==> config.mk <==
export PLATFORM = sky130hd
export DESIGN_NAME = tss_settle_status
export DESIGN_NICKNAME = d
export VERILOG_FILES = /design/src/verilog/tss_pkg.sv /design/src/verilog/tss_settle_status.sv /design/src/verilog/tss_input_sync.sv /design/src/verilog/tss_symbol_timer.sv
export SDC_FILE = /design/constraint.sdc
export NUM_CORES = 1
export LEC_CHECK = 0
export BUFFER_PORTS_ARGS = -buffer_cell sky130_fd_sc_hd__buf_2
export CAP_MARGIN = 20
export CORE_UTILIZATION = 53
export DETAILED_ROUTE_END_ITERATION = 6
export PLACE_DENSITY = 0.83
export REMOVE_ABC_BUFFERS = 1
export SETUP_SLACK_MARGIN = 0.05
export SKIP_LAST_GASP = 1
export SLEW_MARGIN = 20
export SYNTH_ARGS = -nofsm -noshare
export SYNTH_HDL_FRONTEND = slang
export SYNTH_SLANG_ARGS = --single-unit
export TNS_END_PERCENT = 30
==> constraint.sdc <==
create_clock -name aclk -period 2.2 [get_ports aclk]
set_input_delay 0.33 -clock aclk [delete_from_list [all_inputs] [get_ports aclk]]
set_output_delay 0.33 -clock aclk [all_outputs]
set_load 0.02 [all_outputs]
==> src/verilog/tss_pkg.sv <==
// Shared constants, register map and carrier types of the settle/status slice
package tss_pkg;

  // Bus geometry
  localparam int          ADDR_W          = 12;
  localparam int          DATA_W          = 32;
  localparam int          REG_W           = 8;

  // Register indices; byte address is four times the index
  localparam logic [9:0]  IDX_TX_SETTLE   = 10'h02e;
  localparam logic [9:0]  IDX_SEC_STATUS  = 10'h02f;
  localparam logic [9:0]  IDX_RF_CONFIG5  = 10'h205;
  localparam logic [9:0]  IDX_RF_CONFIG6  = 10'h206;
  localparam logic [9:0]  IDX_IRQ_STATUS  = 10'h040;
  localparam logic [9:0]  IDX_IRQ_MASK    = 10'h041;
  localparam logic [9:0]  IDX_LINK_STATE  = 10'h042;

  // Reset values of the settle register fields and the total gap that their sum is checked against
  localparam logic [3:0]  SETTLE_RST      = 4'h7;
  localparam logic [3:0]  MIN_SPACING_RST = 4'h5;
  localparam logic [4:0]  SIFS_TOTAL      = 5'h0c;

  // Field positions
  localparam int          SEC_INTEGRITY_BIT = 6;
  localparam int          SEC_BATTERY_BIT   = 5;
  localparam int          SEC_DECRYPT_BIT   = 2;
  localparam int          THRESH_LSB        = 4;
  localparam int          BAT_ENABLE_BIT    = 3;
  localparam int          LINK_SETTLE_BIT   = 0;
  localparam int          LINK_SPACING_BIT  = 1;
  localparam int          LINK_SUM_OK_BIT   = 2;

  // Symbol timing
  localparam int          CLK_PERIOD_NS   = 8;
  localparam int          SYMBOL_NS       = 16000;
  localparam int          SYMBOL_CYCLES   = SYMBOL_NS / CLK_PERIOD_NS;

  // Bus responses
  localparam logic [1:0]  RESP_OKAY       = 2'b00;
  localparam logic [1:0]  RESP_SLVERR     = 2'b10;

  // Settle register layout, high nibble first
  typedef struct packed {
    logic [3:0] osc_settle_period;
    logic [3:0] min_short_spacing;
  } tss_settle_type;

  // Interrupt sources, bit 0 is the integrity error
  typedef struct packed {
    logic spacing_done;
    logic tx_start;
    logic low_battery;
    logic decrypt_error;
    logic integrity_error;
  } tss_event_type;

  localparam int          IRQ_W           = $bits(tss_event_type);

  // Byte address of a register index
  function automatic logic [ADDR_W-1:0] reg_addr(input logic [9:0] idx);
    return {idx, 2'b00};
  endfunction

endpackage

==> src/verilog/tss_settle_status.sv <==
// Transmit settle/spacing register, security status and AXI4-Lite slave
//
// Summary of operation
// - Upper nibble sets settle wait before transmit
// - Lower nibble sets minimum spacing, resets five
// - Settle plus spacing checked against twelve-symbol gap
// - Low battery compares supply, gated by enable
//
// The implementer's own choice: the AXI4-Lite interface to the registers.
`timescale 1ns/1ns
module tss_settle_status #(
  parameter int SYMBOL_CYCLES = tss_pkg::SYMBOL_CYCLES
) (
  input  wire logic                        aclk,
  input  wire logic                        aresetn,
  input  wire logic [tss_pkg::ADDR_W-1:0]  s_axi_awaddr,
  input  wire logic                        s_axi_awvalid,
  output logic                             s_axi_awready,
  input  wire logic [tss_pkg::DATA_W-1:0]  s_axi_wdata,
  input  wire logic [3:0]                  s_axi_wstrb,
  input  wire logic                        s_axi_wvalid,
  output logic                             s_axi_wready,
  output logic [1:0]                       s_axi_bresp,
  output logic                             s_axi_bvalid,
  input  wire logic                        s_axi_bready,
  input  wire logic [tss_pkg::ADDR_W-1:0]  s_axi_araddr,
  input  wire logic                        s_axi_arvalid,
  output logic                             s_axi_arready,
  output logic [tss_pkg::DATA_W-1:0]       s_axi_rdata,
  output logic [1:0]                       s_axi_rresp,
  output logic                             s_axi_rvalid,
  input  wire logic                        s_axi_rready,
  input  wire logic                        tx_request,
  input  wire logic                        tx_done,
  output logic                             tx_start,
  output logic                             tx_ready,
  input  wire logic                        integrity_error_event,
  input  wire logic                        decrypt_error_event,
  input  wire logic [3:0]                  supply_code,
  output logic                             irq
);
  import tss_pkg::*;

  typedef enum logic [1:0] {
    ST_IDLE,
    ST_SETTLE,
    ST_TX,
    ST_SPACING
  } tss_state_type;

  // Write channel holding
  logic                aw_held;
  logic                w_held;
  logic [ADDR_W-1:0]   aw_addr;
  logic [DATA_W-1:0]   w_data;
  logic [3:0]          w_strb;
  logic                do_write;
  logic                lane0;

  // Registers
  tss_settle_type      settle;
  logic [3:0]          battery_threshold;
  logic                battery_monitor_enable;
  logic                upper_layer_integrity_error;
  logic                decrypt_error_flag;
  logic                low_battery_flag;
  logic [IRQ_W-1:0]    irq_status;
  logic [IRQ_W-1:0]    irq_mask;

  // Read side effects
  logic                rd_take;
  logic                rd_sec;
  logic                rd_irq;

  // Sequencer
  tss_state_type       state;
  tss_state_type       next_state;
  logic                timer_start;
  logic [3:0]          timer_symbols;
  logic                timer_done;
  logic [3:0]          supply_level;
  logic                next_low_battery;
  logic [4:0]          gap_sum;
  tss_event_type       events;

  // True for an address that names a register
  function automatic logic is_mapped(input logic [ADDR_W-1:0] a);
    return (a == reg_addr(IDX_TX_SETTLE)) || (a == reg_addr(IDX_SEC_STATUS)) ||
           (a == reg_addr(IDX_RF_CONFIG5)) || (a == reg_addr(IDX_RF_CONFIG6)) ||
           (a == reg_addr(IDX_IRQ_STATUS)) || (a == reg_addr(IDX_IRQ_MASK)) ||
           (a == reg_addr(IDX_LINK_STATE));
  endfunction

  // True for a write to the given register with lane 0 enabled
  function automatic logic wr_hit(input logic [9:0] idx);
    return do_write && lane0 && (aw_addr == reg_addr(idx));
  endfunction

  // Supply code comes from a free-running converter
  tss_input_sync #(
    .WIDTH     (4)
  ) u_supply_sync (
    .aclk      (aclk),
    .aresetn   (aresetn),
    .async_in  (supply_code),
    .level_out (supply_level)
  );

  // Settle and spacing period counter
  tss_symbol_timer #(
    .SYMBOL_CYCLES (SYMBOL_CYCLES)
  ) u_timer (
    .aclk          (aclk),
    .aresetn       (aresetn),
    .start         (timer_start),
    .symbols       (timer_symbols),
    .done          (timer_done)
  );

  // Write address and data accepted in either order
  assign s_axi_awready = !aw_held && !s_axi_bvalid;
  assign s_axi_wready  = !w_held && !s_axi_bvalid;
  assign do_write      = aw_held && w_held && !s_axi_bvalid;
  assign lane0         = w_strb[0];

  always_ff @(posedge aclk) begin
    if (!aresetn) begin
      aw_held <= 1'b0;
      aw_addr <= '0;
    end else if (s_axi_awvalid && s_axi_awready) begin
      aw_held <= 1'b1;
      aw_addr <= s_axi_awaddr;
    end else if (do_write) begin
      aw_held <= 1'b0;
    end
  end

  always_ff @(posedge aclk) begin
    if (!aresetn) begin
      w_held <= 1'b0;
      w_data <= '0;
      w_strb <= '0;
    end else if (s_axi_wvalid && s_axi_wready) begin
      w_held <= 1'b1;
      w_data <= s_axi_wdata;
      w_strb <= s_axi_wstrb;
    end else if (do_write) begin
      w_held <= 1'b0;
    end
  end

  // Write response, error for an unmapped address
  always_ff @(posedge aclk) begin
    if (!aresetn) begin
      s_axi_bvalid <= 1'b0;
      s_axi_bresp  <= RESP_OKAY;
    end else if (do_write) begin
      s_axi_bvalid <= 1'b1;
      s_axi_bresp  <= is_mapped(aw_addr) ? RESP_OKAY : RESP_SLVERR;
    end else if (s_axi_bready) begin
      s_axi_bvalid <= 1'b0;
    end
  end

  // Settle register with reset defaults
  always_ff @(posedge aclk) begin
    if (!aresetn) begin
      settle.osc_settle_period <= SETTLE_RST;
      settle.min_short_spacing <= MIN_SPACING_RST;
    end else if (wr_hit(IDX_TX_SETTLE)) begin
      settle <= tss_settle_type'(w_data[REG_W-1:0]);
    end
  end

  // Battery threshold and monitor enable
  always_ff @(posedge aclk) begin
    if (!aresetn) begin
      battery_threshold      <= '0;
      battery_monitor_enable <= 1'b0;
    end else begin
      if (wr_hit(IDX_RF_CONFIG5)) begin
        battery_threshold <= w_data[THRESH_LSB +: 4];
      end
      if (wr_hit(IDX_RF_CONFIG6)) begin
        battery_monitor_enable <= w_data[BAT_ENABLE_BIT];
      end
    end
  end

  // Supply below threshold only while monitoring is enabled
  assign next_low_battery = battery_monitor_enable && (supply_level < battery_threshold);

  always_ff @(posedge aclk) begin
    if (!aresetn) begin
      low_battery_flag <= 1'b0;
    end else begin
      low_battery_flag <= next_low_battery;
    end
  end

  // Error flags; a new error wins over its clear
  always_ff @(posedge aclk) begin
    if (!aresetn) begin
      upper_layer_integrity_error <= 1'b0;
      decrypt_error_flag          <= 1'b0;
    end else begin
      if (integrity_error_event) begin
        upper_layer_integrity_error <= 1'b1;
      end else if (wr_hit(IDX_SEC_STATUS) && w_data[SEC_INTEGRITY_BIT]) begin
        upper_layer_integrity_error <= 1'b0;
      end
      if (decrypt_error_event) begin
        decrypt_error_flag <= 1'b1;
      end else if (rd_sec) begin
        decrypt_error_flag <= 1'b0;
      end
    end
  end

  // Interrupt sources
  assign events.integrity_error = integrity_error_event;
  assign events.decrypt_error   = decrypt_error_event;
  assign events.low_battery     = next_low_battery && !low_battery_flag;
  assign events.tx_start        = (state == ST_SETTLE) && timer_done;
  assign events.spacing_done    = (state == ST_SPACING) && timer_done;

  // Sticky status, cleared by reading it; set wins
  always_ff @(posedge aclk) begin
    if (!aresetn) begin
      irq_status <= '0;
    end else begin
      irq_status <= events | (irq_status & {IRQ_W{!rd_irq}});
    end
  end

  always_ff @(posedge aclk) begin
    if (!aresetn) begin
      irq_mask <= '0;
    end else if (wr_hit(IDX_IRQ_MASK)) begin
      irq_mask <= w_data[IRQ_W-1:0];
    end
  end

  assign irq = |(irq_status & irq_mask);

  // Read channel
  assign s_axi_arready = !s_axi_rvalid;
  assign rd_take       = s_axi_arvalid && s_axi_arready;
  assign rd_sec        = rd_take && (s_axi_araddr == reg_addr(IDX_SEC_STATUS));
  assign rd_irq        = rd_take && (s_axi_araddr == reg_addr(IDX_IRQ_STATUS));
  assign gap_sum       = {1'b0, settle.osc_settle_period} + {1'b0, settle.min_short_spacing};

  always_ff @(posedge aclk) begin
    if (!aresetn) begin
      s_axi_rvalid <= 1'b0;
      s_axi_rdata  <= '0;
      s_axi_rresp  <= RESP_OKAY;
    end else if (rd_take) begin
      s_axi_rvalid <= 1'b1;
      s_axi_rresp  <= is_mapped(s_axi_araddr) ? RESP_OKAY : RESP_SLVERR;
      s_axi_rdata  <= '0;
      unique case (s_axi_araddr)
        reg_addr(IDX_TX_SETTLE): begin
          s_axi_rdata[REG_W-1:0] <= settle;
        end
        reg_addr(IDX_SEC_STATUS): begin
          s_axi_rdata[SEC_INTEGRITY_BIT] <= upper_layer_integrity_error;
          s_axi_rdata[SEC_BATTERY_BIT]   <= low_battery_flag;
          s_axi_rdata[SEC_DECRYPT_BIT]   <= decrypt_error_flag;
        end
        reg_addr(IDX_RF_CONFIG5): begin
          s_axi_rdata[THRESH_LSB +: 4] <= battery_threshold;
        end
        reg_addr(IDX_RF_CONFIG6): begin
          s_axi_rdata[BAT_ENABLE_BIT] <= battery_monitor_enable;
        end
        reg_addr(IDX_IRQ_STATUS): begin
          s_axi_rdata[IRQ_W-1:0] <= irq_status;
        end
        reg_addr(IDX_IRQ_MASK): begin
          s_axi_rdata[IRQ_W-1:0] <= irq_mask;
        end
        reg_addr(IDX_LINK_STATE): begin
          s_axi_rdata[LINK_SETTLE_BIT]  <= (state == ST_SETTLE);
          s_axi_rdata[LINK_SPACING_BIT] <= (state == ST_SPACING);
          s_axi_rdata[LINK_SUM_OK_BIT]  <= (gap_sum == SIFS_TOTAL);
        end
        default: begin
          s_axi_rdata <= '0;
        end
      endcase
    end else if (s_axi_rready) begin
      s_axi_rvalid <= 1'b0;
    end
  end

  // Transmit sequencer next state and timer loads
  always_comb begin
    next_state    = state;
    timer_start   = 1'b0;
    timer_symbols = settle.osc_settle_period;
    unique case (state)
      ST_IDLE: begin
        if (tx_request) begin
          timer_start = 1'b1;
          next_state  = ST_SETTLE;
        end
      end
      ST_SETTLE: begin
        if (timer_done) begin
          next_state = ST_TX;
        end
      end
      ST_TX: begin
        if (tx_done) begin
          timer_start   = 1'b1;
          timer_symbols = settle.min_short_spacing;
          next_state    = ST_SPACING;
        end
      end
      ST_SPACING: begin
        if (timer_done) begin
          next_state = ST_IDLE;
        end
      end
    endcase
  end

  always_ff @(posedge aclk) begin
    if (!aresetn) begin
      state <= ST_IDLE;
    end else begin
      state <= next_state;
    end
  end

  // Transmit go pulse after the settle period
  always_ff @(posedge aclk) begin
    if (!aresetn) begin
      tx_start <= 1'b0;
    end else begin
      tx_start <= events.tx_start;
    end
  end

  assign tx_ready = (state == ST_IDLE);

endmodule

==> src/verilog/tss_input_sync.sv <==
// Three-stage input synchroniser with agreement filter
`timescale 1ns/1ns
module tss_input_sync #(
  parameter int WIDTH = 4
) (
  input  wire logic             aclk,
  input  wire logic             aresetn,
  input  wire logic [WIDTH-1:0] async_in,
  output logic      [WIDTH-1:0] level_out
);
  import tss_pkg::*;

  logic [WIDTH-1:0] stage1;
  logic [WIDTH-1:0] stage2;
  logic [WIDTH-1:0] stage3;

  // Shift chain, first stage feeds only the second
  always_ff @(posedge aclk) begin
    if (!aresetn) begin
      stage1 <= '0;
      stage2 <= '0;
      stage3 <= '0;
    end else begin
      stage1 <= async_in;
      stage2 <= stage1;
      stage3 <= stage2;
    end
  end

  // Whole word moves only once stages two and three agree, so a torn code is never passed on
  always_ff @(posedge aclk) begin
    if (!aresetn) begin
      level_out <= '0;
    end else if (stage2 == stage3) begin
      level_out <= stage3;
    end
  end

endmodule

==> src/verilog/tss_symbol_timer.sv <==
// Counts a number of symbol periods and pulses when they have elapsed
`timescale 1ns/1ns
module tss_symbol_timer #(
  parameter int SYMBOL_CYCLES = 2000
) (
  input  wire logic       aclk,
  input  wire logic       aresetn,
  input  wire logic       start,
  input  wire logic [3:0] symbols,
  output logic            done
);
  import tss_pkg::*;

  localparam int CYC_W = $clog2(SYMBOL_CYCLES);

  logic             active;
  logic [3:0]       sym_left;
  logic [CYC_W-1:0] cycles;

  // Symbol and cycle counting
  always_ff @(posedge aclk) begin
    if (!aresetn) begin
      active   <= 1'b0;
      sym_left <= '0;
      cycles   <= '0;
      done     <= 1'b0;
    end else begin
      done <= 1'b0;
      if (start) begin
        active   <= 1'b1;
        sym_left <= symbols;
        cycles   <= '0;
      end else if (active) begin
        if (sym_left == '0) begin
          active <= 1'b0;
          done   <= 1'b1;
        end else if (cycles == CYC_W'(SYMBOL_CYCLES - 1)) begin
          cycles   <= '0;
          sym_left <= sym_left - 4'd1;
        end else begin
          cycles <= cycles + CYC_W'(1);
        end
      end
    end
  end

endmodule

== Yosys cells after proc, flatten, opt, wreduce, memory -nomap -nowiden ==
Cells that the tools add are included.
Word-level totals
  bits in registers: 99
  input port bits: 75
  output and inout port bits: 44
  word-level logic and storage cells: 156
Cells by class
  add/sub/neg operators: 3
  order comparisons: 1
  eq/ne operators: 25
  multiplexer cells: 38
  bitwise logic cells: 6
  reduce and logical (&&, ||, !) cells: 54
Operator list (count)
  $eq A12 B9 Y1 const B: 6
  $eq A12 B12 Y1 const B: 4
  $eq A12 B8 Y1 const B: 4
  $mux W4: 6
  $logic_and A1 B1 Y1: 20
  $mux W1: 17
  $pmux W2 S4: 2
  $reduce_bool A2 Y1: 8
  $logic_or A1 B1 Y1: 12
  $mux W2: 6
  $add A11 B1 Y11 const B: 1
  $eq A11 B11 Y1 const B: 1
  $mux W11: 1
  $and A5 B5 Y5: 2
  $pmux W1 S4: 2
  $logic_not A1 Y1: 6
  $ne A2 B2 Y1 const B: 3
  $pmux W2 S3: 1
  $add A4 B4 Y5: 1
  $eq A5 B4 Y1 const B: 1
  $or A5 B5 Y5: 1
  $pmux W1 S5: 1
  $reduce_or A5 Y1: 1
  $eq A2 B2 Y1 const B: 2
  other kinds (14): 18

== Logic depth before layout (Yosys ltp) ==
  depth in word-level cells: 8
  gate-level depth with buffers: 8
  depth with buffers taken out: 7

== Modules after synthesis ==
From an unflattened synthesis, not the netlist that was laid out.
Unflattened totals
  cell total of the unflattened synthesis: 536
  area, all modules: 4668.2 um^2
Modules (own cells, without submodules)
  tss_settle_status: instances 1, cells each 391, area an instance 3281.9 um^2, sequential area each 1281.2 um^2
  tss_symbol_timer: instances 1, cells each 98, area an instance 857.1 um^2, sequential area each 340.3 um^2
  tss_input_sync: instances 1, cells each 47, area an instance 529.3 um^2, sequential area each 320.3 um^2

== Worst setup path before layout ==
No wires, ideal clock.
  path type: input to register
  start: input port s_axi_araddr[4] in the netlist's numbering
  end: register irq_status[2]
  library setup time: 117 ps
  arrival time: 1920 ps
  required time: 2083 ps
  path slack: 162 ps
  cell stages on the path: 5
  buffers on the path: 1
  cell sequence: or4b_1 -> clkbuf_2 -> or2_4 -> or4_4 -> a32o_1
On the way
  cells in the longest elaborated chain, start to end: 5
RTL lines
  start: declaration: RTL line tss_settle_status.sv:26  | input wire logic [tss_pkg::ADDR_W-1:0] s_axi_araddr,
  $eq A12 B9 Y1: RTL line tss_settle_status.sv:250  | assign rd_irq = rd_take && (s_axi_araddr == reg_addr(IDX_IRQ_STATUS));
  $logic_and A1 B1 Y1: RTL line tss_settle_status.sv:250
  $logic_not A1 Y1: RTL line tss_settle_status.sv:232  | irq_status <= events | (irq_status & {IRQ_W{!rd_irq}});
  $and A5 B5 Y5: RTL line tss_settle_status.sv:232
  $or A5 B5 Y5: RTL line tss_settle_status.sv:232
  end signal: assignment: RTL line tss_settle_status.sv:232
  end: declaration: RTL line tss_settle_status.sv:67  | logic [IRQ_W-1:0] irq_status;
Every way passes these cells.
A chain may end at the register's enable or synchronous reset.

== Final worst setup path ==
  start: register u_timer.sym_left[0]
  end: register u_timer.sym_left[1]
On the way
  cells in the longest elaborated chain, start to end: 5
  elaborated cells on any way between the ends: 8
  classes of those cells: 1 x add/sub; 1 x eq/ne; 4 x mux; 2 x reduce/logical
RTL lines
  start: declaration: RTL line tss_symbol_timer.sv:17  | logic [3:0] sym_left;
  start signal: assignment: RTL line tss_symbol_timer.sv:31  | sym_left <= symbols;
  start signal: assignment: RTL line tss_symbol_timer.sv:39  | sym_left <= sym_left - 4'd1;
  $sub A4 B1 Y4: RTL line tss_symbol_timer.sv:39
  $mux W4: RTL line tss_symbol_timer.sv:37  | end else if (cycles == CYC_W'(SYMBOL_CYCLES - 1)) begin
  $mux W4: RTL line tss_symbol_timer.sv:34  | if (sym_left == '0) begin
  $mux W4: RTL line tss_symbol_timer.sv:33  | end else if (active) begin
  $mux W4: RTL line tss_symbol_timer.sv:29  | if (start) begin
Parallel ways exist; a longest one is shown, timed or not. The select of a mux whose other input is x is not followed.

==> flow_metrics.tcl <==
set metrics [dict create \
    status "completed" \
    worstPathMaxFanout 5 \
    die_x_um 94.02 \
    antenna_found_initial 0 \
    cts_tree "yes" \
    drv_cap 0 \
    path_clk_slew_ns 0.10 \
    die_h_um 94.02 \
    post-dp-hpwl_um 7226 \
    hold_violations 0 \
    viasPerCell 5.517 \
    skew_ns 0.01109 \
    io-pin-count 119 \
    grt-ovfl-total 0 \
    ys_top_cells_by_area "dfxtp_1 43%, mux2i_1 6.2%, nand2_1 5.0%, buf_4 4.5%, nor2_1 4.3%" \
    vias 3834 \
    drt_iter0_markers 190 \
    diodes 0 \
    clk_path_buf_depth 2 \
    min_path_cells 2 \
    critPathCaptureType "flop" \
    finalWirelength_um 9580 \
    initial_core_util_pct 54.62 \
    cts-root-buf "clkbuf_8" \
    holdWs_ns 0.1211 \
    post-route-period-util_pct 89.71 \
    ys_ff_latch 97 \
    synth_edf_count 0 \
    io_buffers 65 \
    cts.sinks 97 \
    first_global_vias 3539 \
    core_area_um2 8217 \
    arrival_ns 2.26 \
    h-tree-depth 3 \
    cts_hold_buffers 0 \
    max_freq_mhz 506.7 \
    hold_end "s_axi_rvalid" \
    yosys.area.top_type "dfxtp_1" \
    relSlewSlack_pct 58.47 \
    fin_crit_ns 1.974 \
    powerDensity_nw_per_um2 763.7 \
    die_area_um2 8840 \
    syn2layout_area_growth_pct 12.99 \
    clock_latency_ns 0.38 \
    syn_area_per_cell_um2 8.631 \
    setup_viol 0 \
    ys.flop_type "dfxtp_1" \
    fin_setup_tns_ns 0 \
    synth_area_um2 4488 \
    worstSetupStartpointType "flop" \
    numCtsBuffers 9 \
    r2r_slack_ns 0.23 \
    row_count 33 \
    worstReg2RegStart "u_timer.sym_left[0]" \
    wl_per_cell_um 13.78 \
    worst_pin_slew_ns 0.6172 \
    r2r_cells 7 \
    ir_drop_v 0.0004997 \
    leakage_nw 2.142 \
    yosysWarningCount 0 \
    synthCells 520 \
    place_congestion 0.8950 \
    drc 0 \
    grt_pass1_wl_um 15930 \
    required_ns 2.49 \
    drive_gt1_share_pct 17.97 \
    hp-start "s_axi_rready" \
    grt_max_degree 21 \
    nNetsFinal 674 \
    post-synth-top-count-cell "dfxtp_1" \
    ant_nets 0 \
    rsz0062_at_grt "no" \
    yosysTopAreaCellShare_pct 43.27 \
    async_flop_share_pct 0 \
    hp-class "input pin to flop" \
    synth.yosys.seq_area_share_pct 43.27 \
    grt_usage_pct 23.26 \
    slew_viol_final 0 \
    reg2reg_to "u_timer.sym_left[1]" \
    yosysUniqueCellTypes 55 \
    worstSetupPathType "flop to flop" \
    netlist_top_cells_count "97 x dfxtp_1, 60 x nand2_1, 52 x nor2_1, 32 x a21oi_1, 28 x mux2i_1" \
    first_pass_iters 5 \
]
==> timing repair <==
item	4_1_cts	5_1_grt
hold endpoints to repair	0	0
setup buffers	0	0
setup endpoints to repair	0	1
resized for setup	0	3
==> cells by family (layout without fill, tap and decap cells) <==
family / count (synthesis) / count (layout) / synth area share (%)
AO/OA/AOI/OAI: 91 / 91 / 12.60
XOR/XNOR: 19 / 19 / 3.708
adder cells (fa/ha/maj): 14 / 14 / 4.070
buffers and inverters: 68 / 113 / 7.973
flip-flops: 97 / 97 / 43.27
multiplexers: 29 / 29 / 6.496
other: 1 / 26 / 0.08356
AND/OR/NAND/NOR: 201 / 201 / 21.80
==> report_power, final <==
| group | internal, mW | switching [mW] |
|---|---|---|
| combinational | 0.294 | 0.449 |
| clock | 0.458 | 0.711 |
| sequential | 1.87 | 0.0943 |
| total | 2.62 | 1.25 |
==> area by class of cell <==
type,count,area (um^2)
sequential,97,1942
timing repair buffer,78,422.9
fill,709,3146
multi-input combinational,380,2298
clock inverter,7,81.33
tap,105,131.4
clock buffer,9,123.9
inverter,19,71.32
==> layout by cell type (no fill, tap or decap), types with 7 or more instances in the layout <==
cell type / Yosys / layout
a22oi_1: 8 / 8
inv_1: 18 / 18
xor2_1: 7 / 7
mux2i_1: 28 / 28
and2_1: 14 / 14
nand3_1: 23 / 23
ha_1: 13 / 13
buf_2: 0 / 65
xnor2_1: 12 / 12
dfxtp_1: 97 / 97
buf_4: 27 / 13
nor2_1: 52 / 52
clkbuf_8: 0 / 9
nor3_1: 12 / 11
o21ai_0: 20 / 20
conb_1: 1 / 26
nand2_1: 60 / 60
a21oi_1: 32 / 32
==> worst max path at each step <==
stage	slack [ns]	start	endpoint
2_1_floorplan	0.17	s_axi_araddr[4]	irq_status[2]
3_3_place_gp	0.10	s_axi_araddr[4]	irq_status[2]
3_5_place_dp	0.10	s_axi_araddr[4]	irq_status[2]
4_1_cts	0.11	u_timer.cycles[6]	u_timer.sym_left[1]
5_1_grt	0.06	aw_addr[0]	settle[4]
6_report	0.23	u_timer.sym_left[0]	u_timer.sym_left[1]
==> critical path, cell delays in order, from the launching register on <==
cell and delay [ns]:
dfxtp_1 0.39, inv_1 0.06, ha_1 0.23, nor3b_2 0.19, nor3_2 0.16, and2_1 0.21, mux2_2 0.35, a221oi_1 0.29
==> metrics by stage <==
| stage | setup WS (ns) | utilization (%) | power, mW | area [um^2] | std cells |
|---|---|---|---|---|---|
| after floorplan | 0.1724 | - | 2.490 | 4295 | 496 |
| after global placement | 0.1042 | 59.02 | 2.685 | 4850 | 679 |
| after detailed placement | 0.1018 | 59.02 | 2.729 | 4850 | 679 |
| after CTS | 0.1074 | 61.52 | 3.892 | 5055 | 695 |
| after global routing | 0.05561 | 61.72 | 4.090 | 5071 | 695 |
| final | 0.2263 | 61.72 | 3.873 | 5071 | 695 |
==> state kept, by name, summed over array words and instances, names as in the netlist, 2 cells and up <==
signal and cells:
aw_addr 12, battery_threshold 4, irq_mask 5, irq_status 5, s_axi_rdata 8, settle 8, state 2, u_supply_sync.level_out 4
u_supply_sync.stage1 4, u_supply_sync.stage2 4, u_supply_sync.stage3 4, u_timer.cycles 11, u_timer.sym_left 4, w_data 8
==> routing by layer <==
layer | up-vias | global-route usage (%) | wire [um]
met4 | 0 | 8.718 | 170
met3 | 20 | 6.958 | 601
li1 | 1882 | - | -
met5 | - | 0 | 0
met2 | 140 | 39.36 | 4701
met1 | 1792 | 27.63 | 4107
Note: power is estimated with default switching activity, not from simulation.
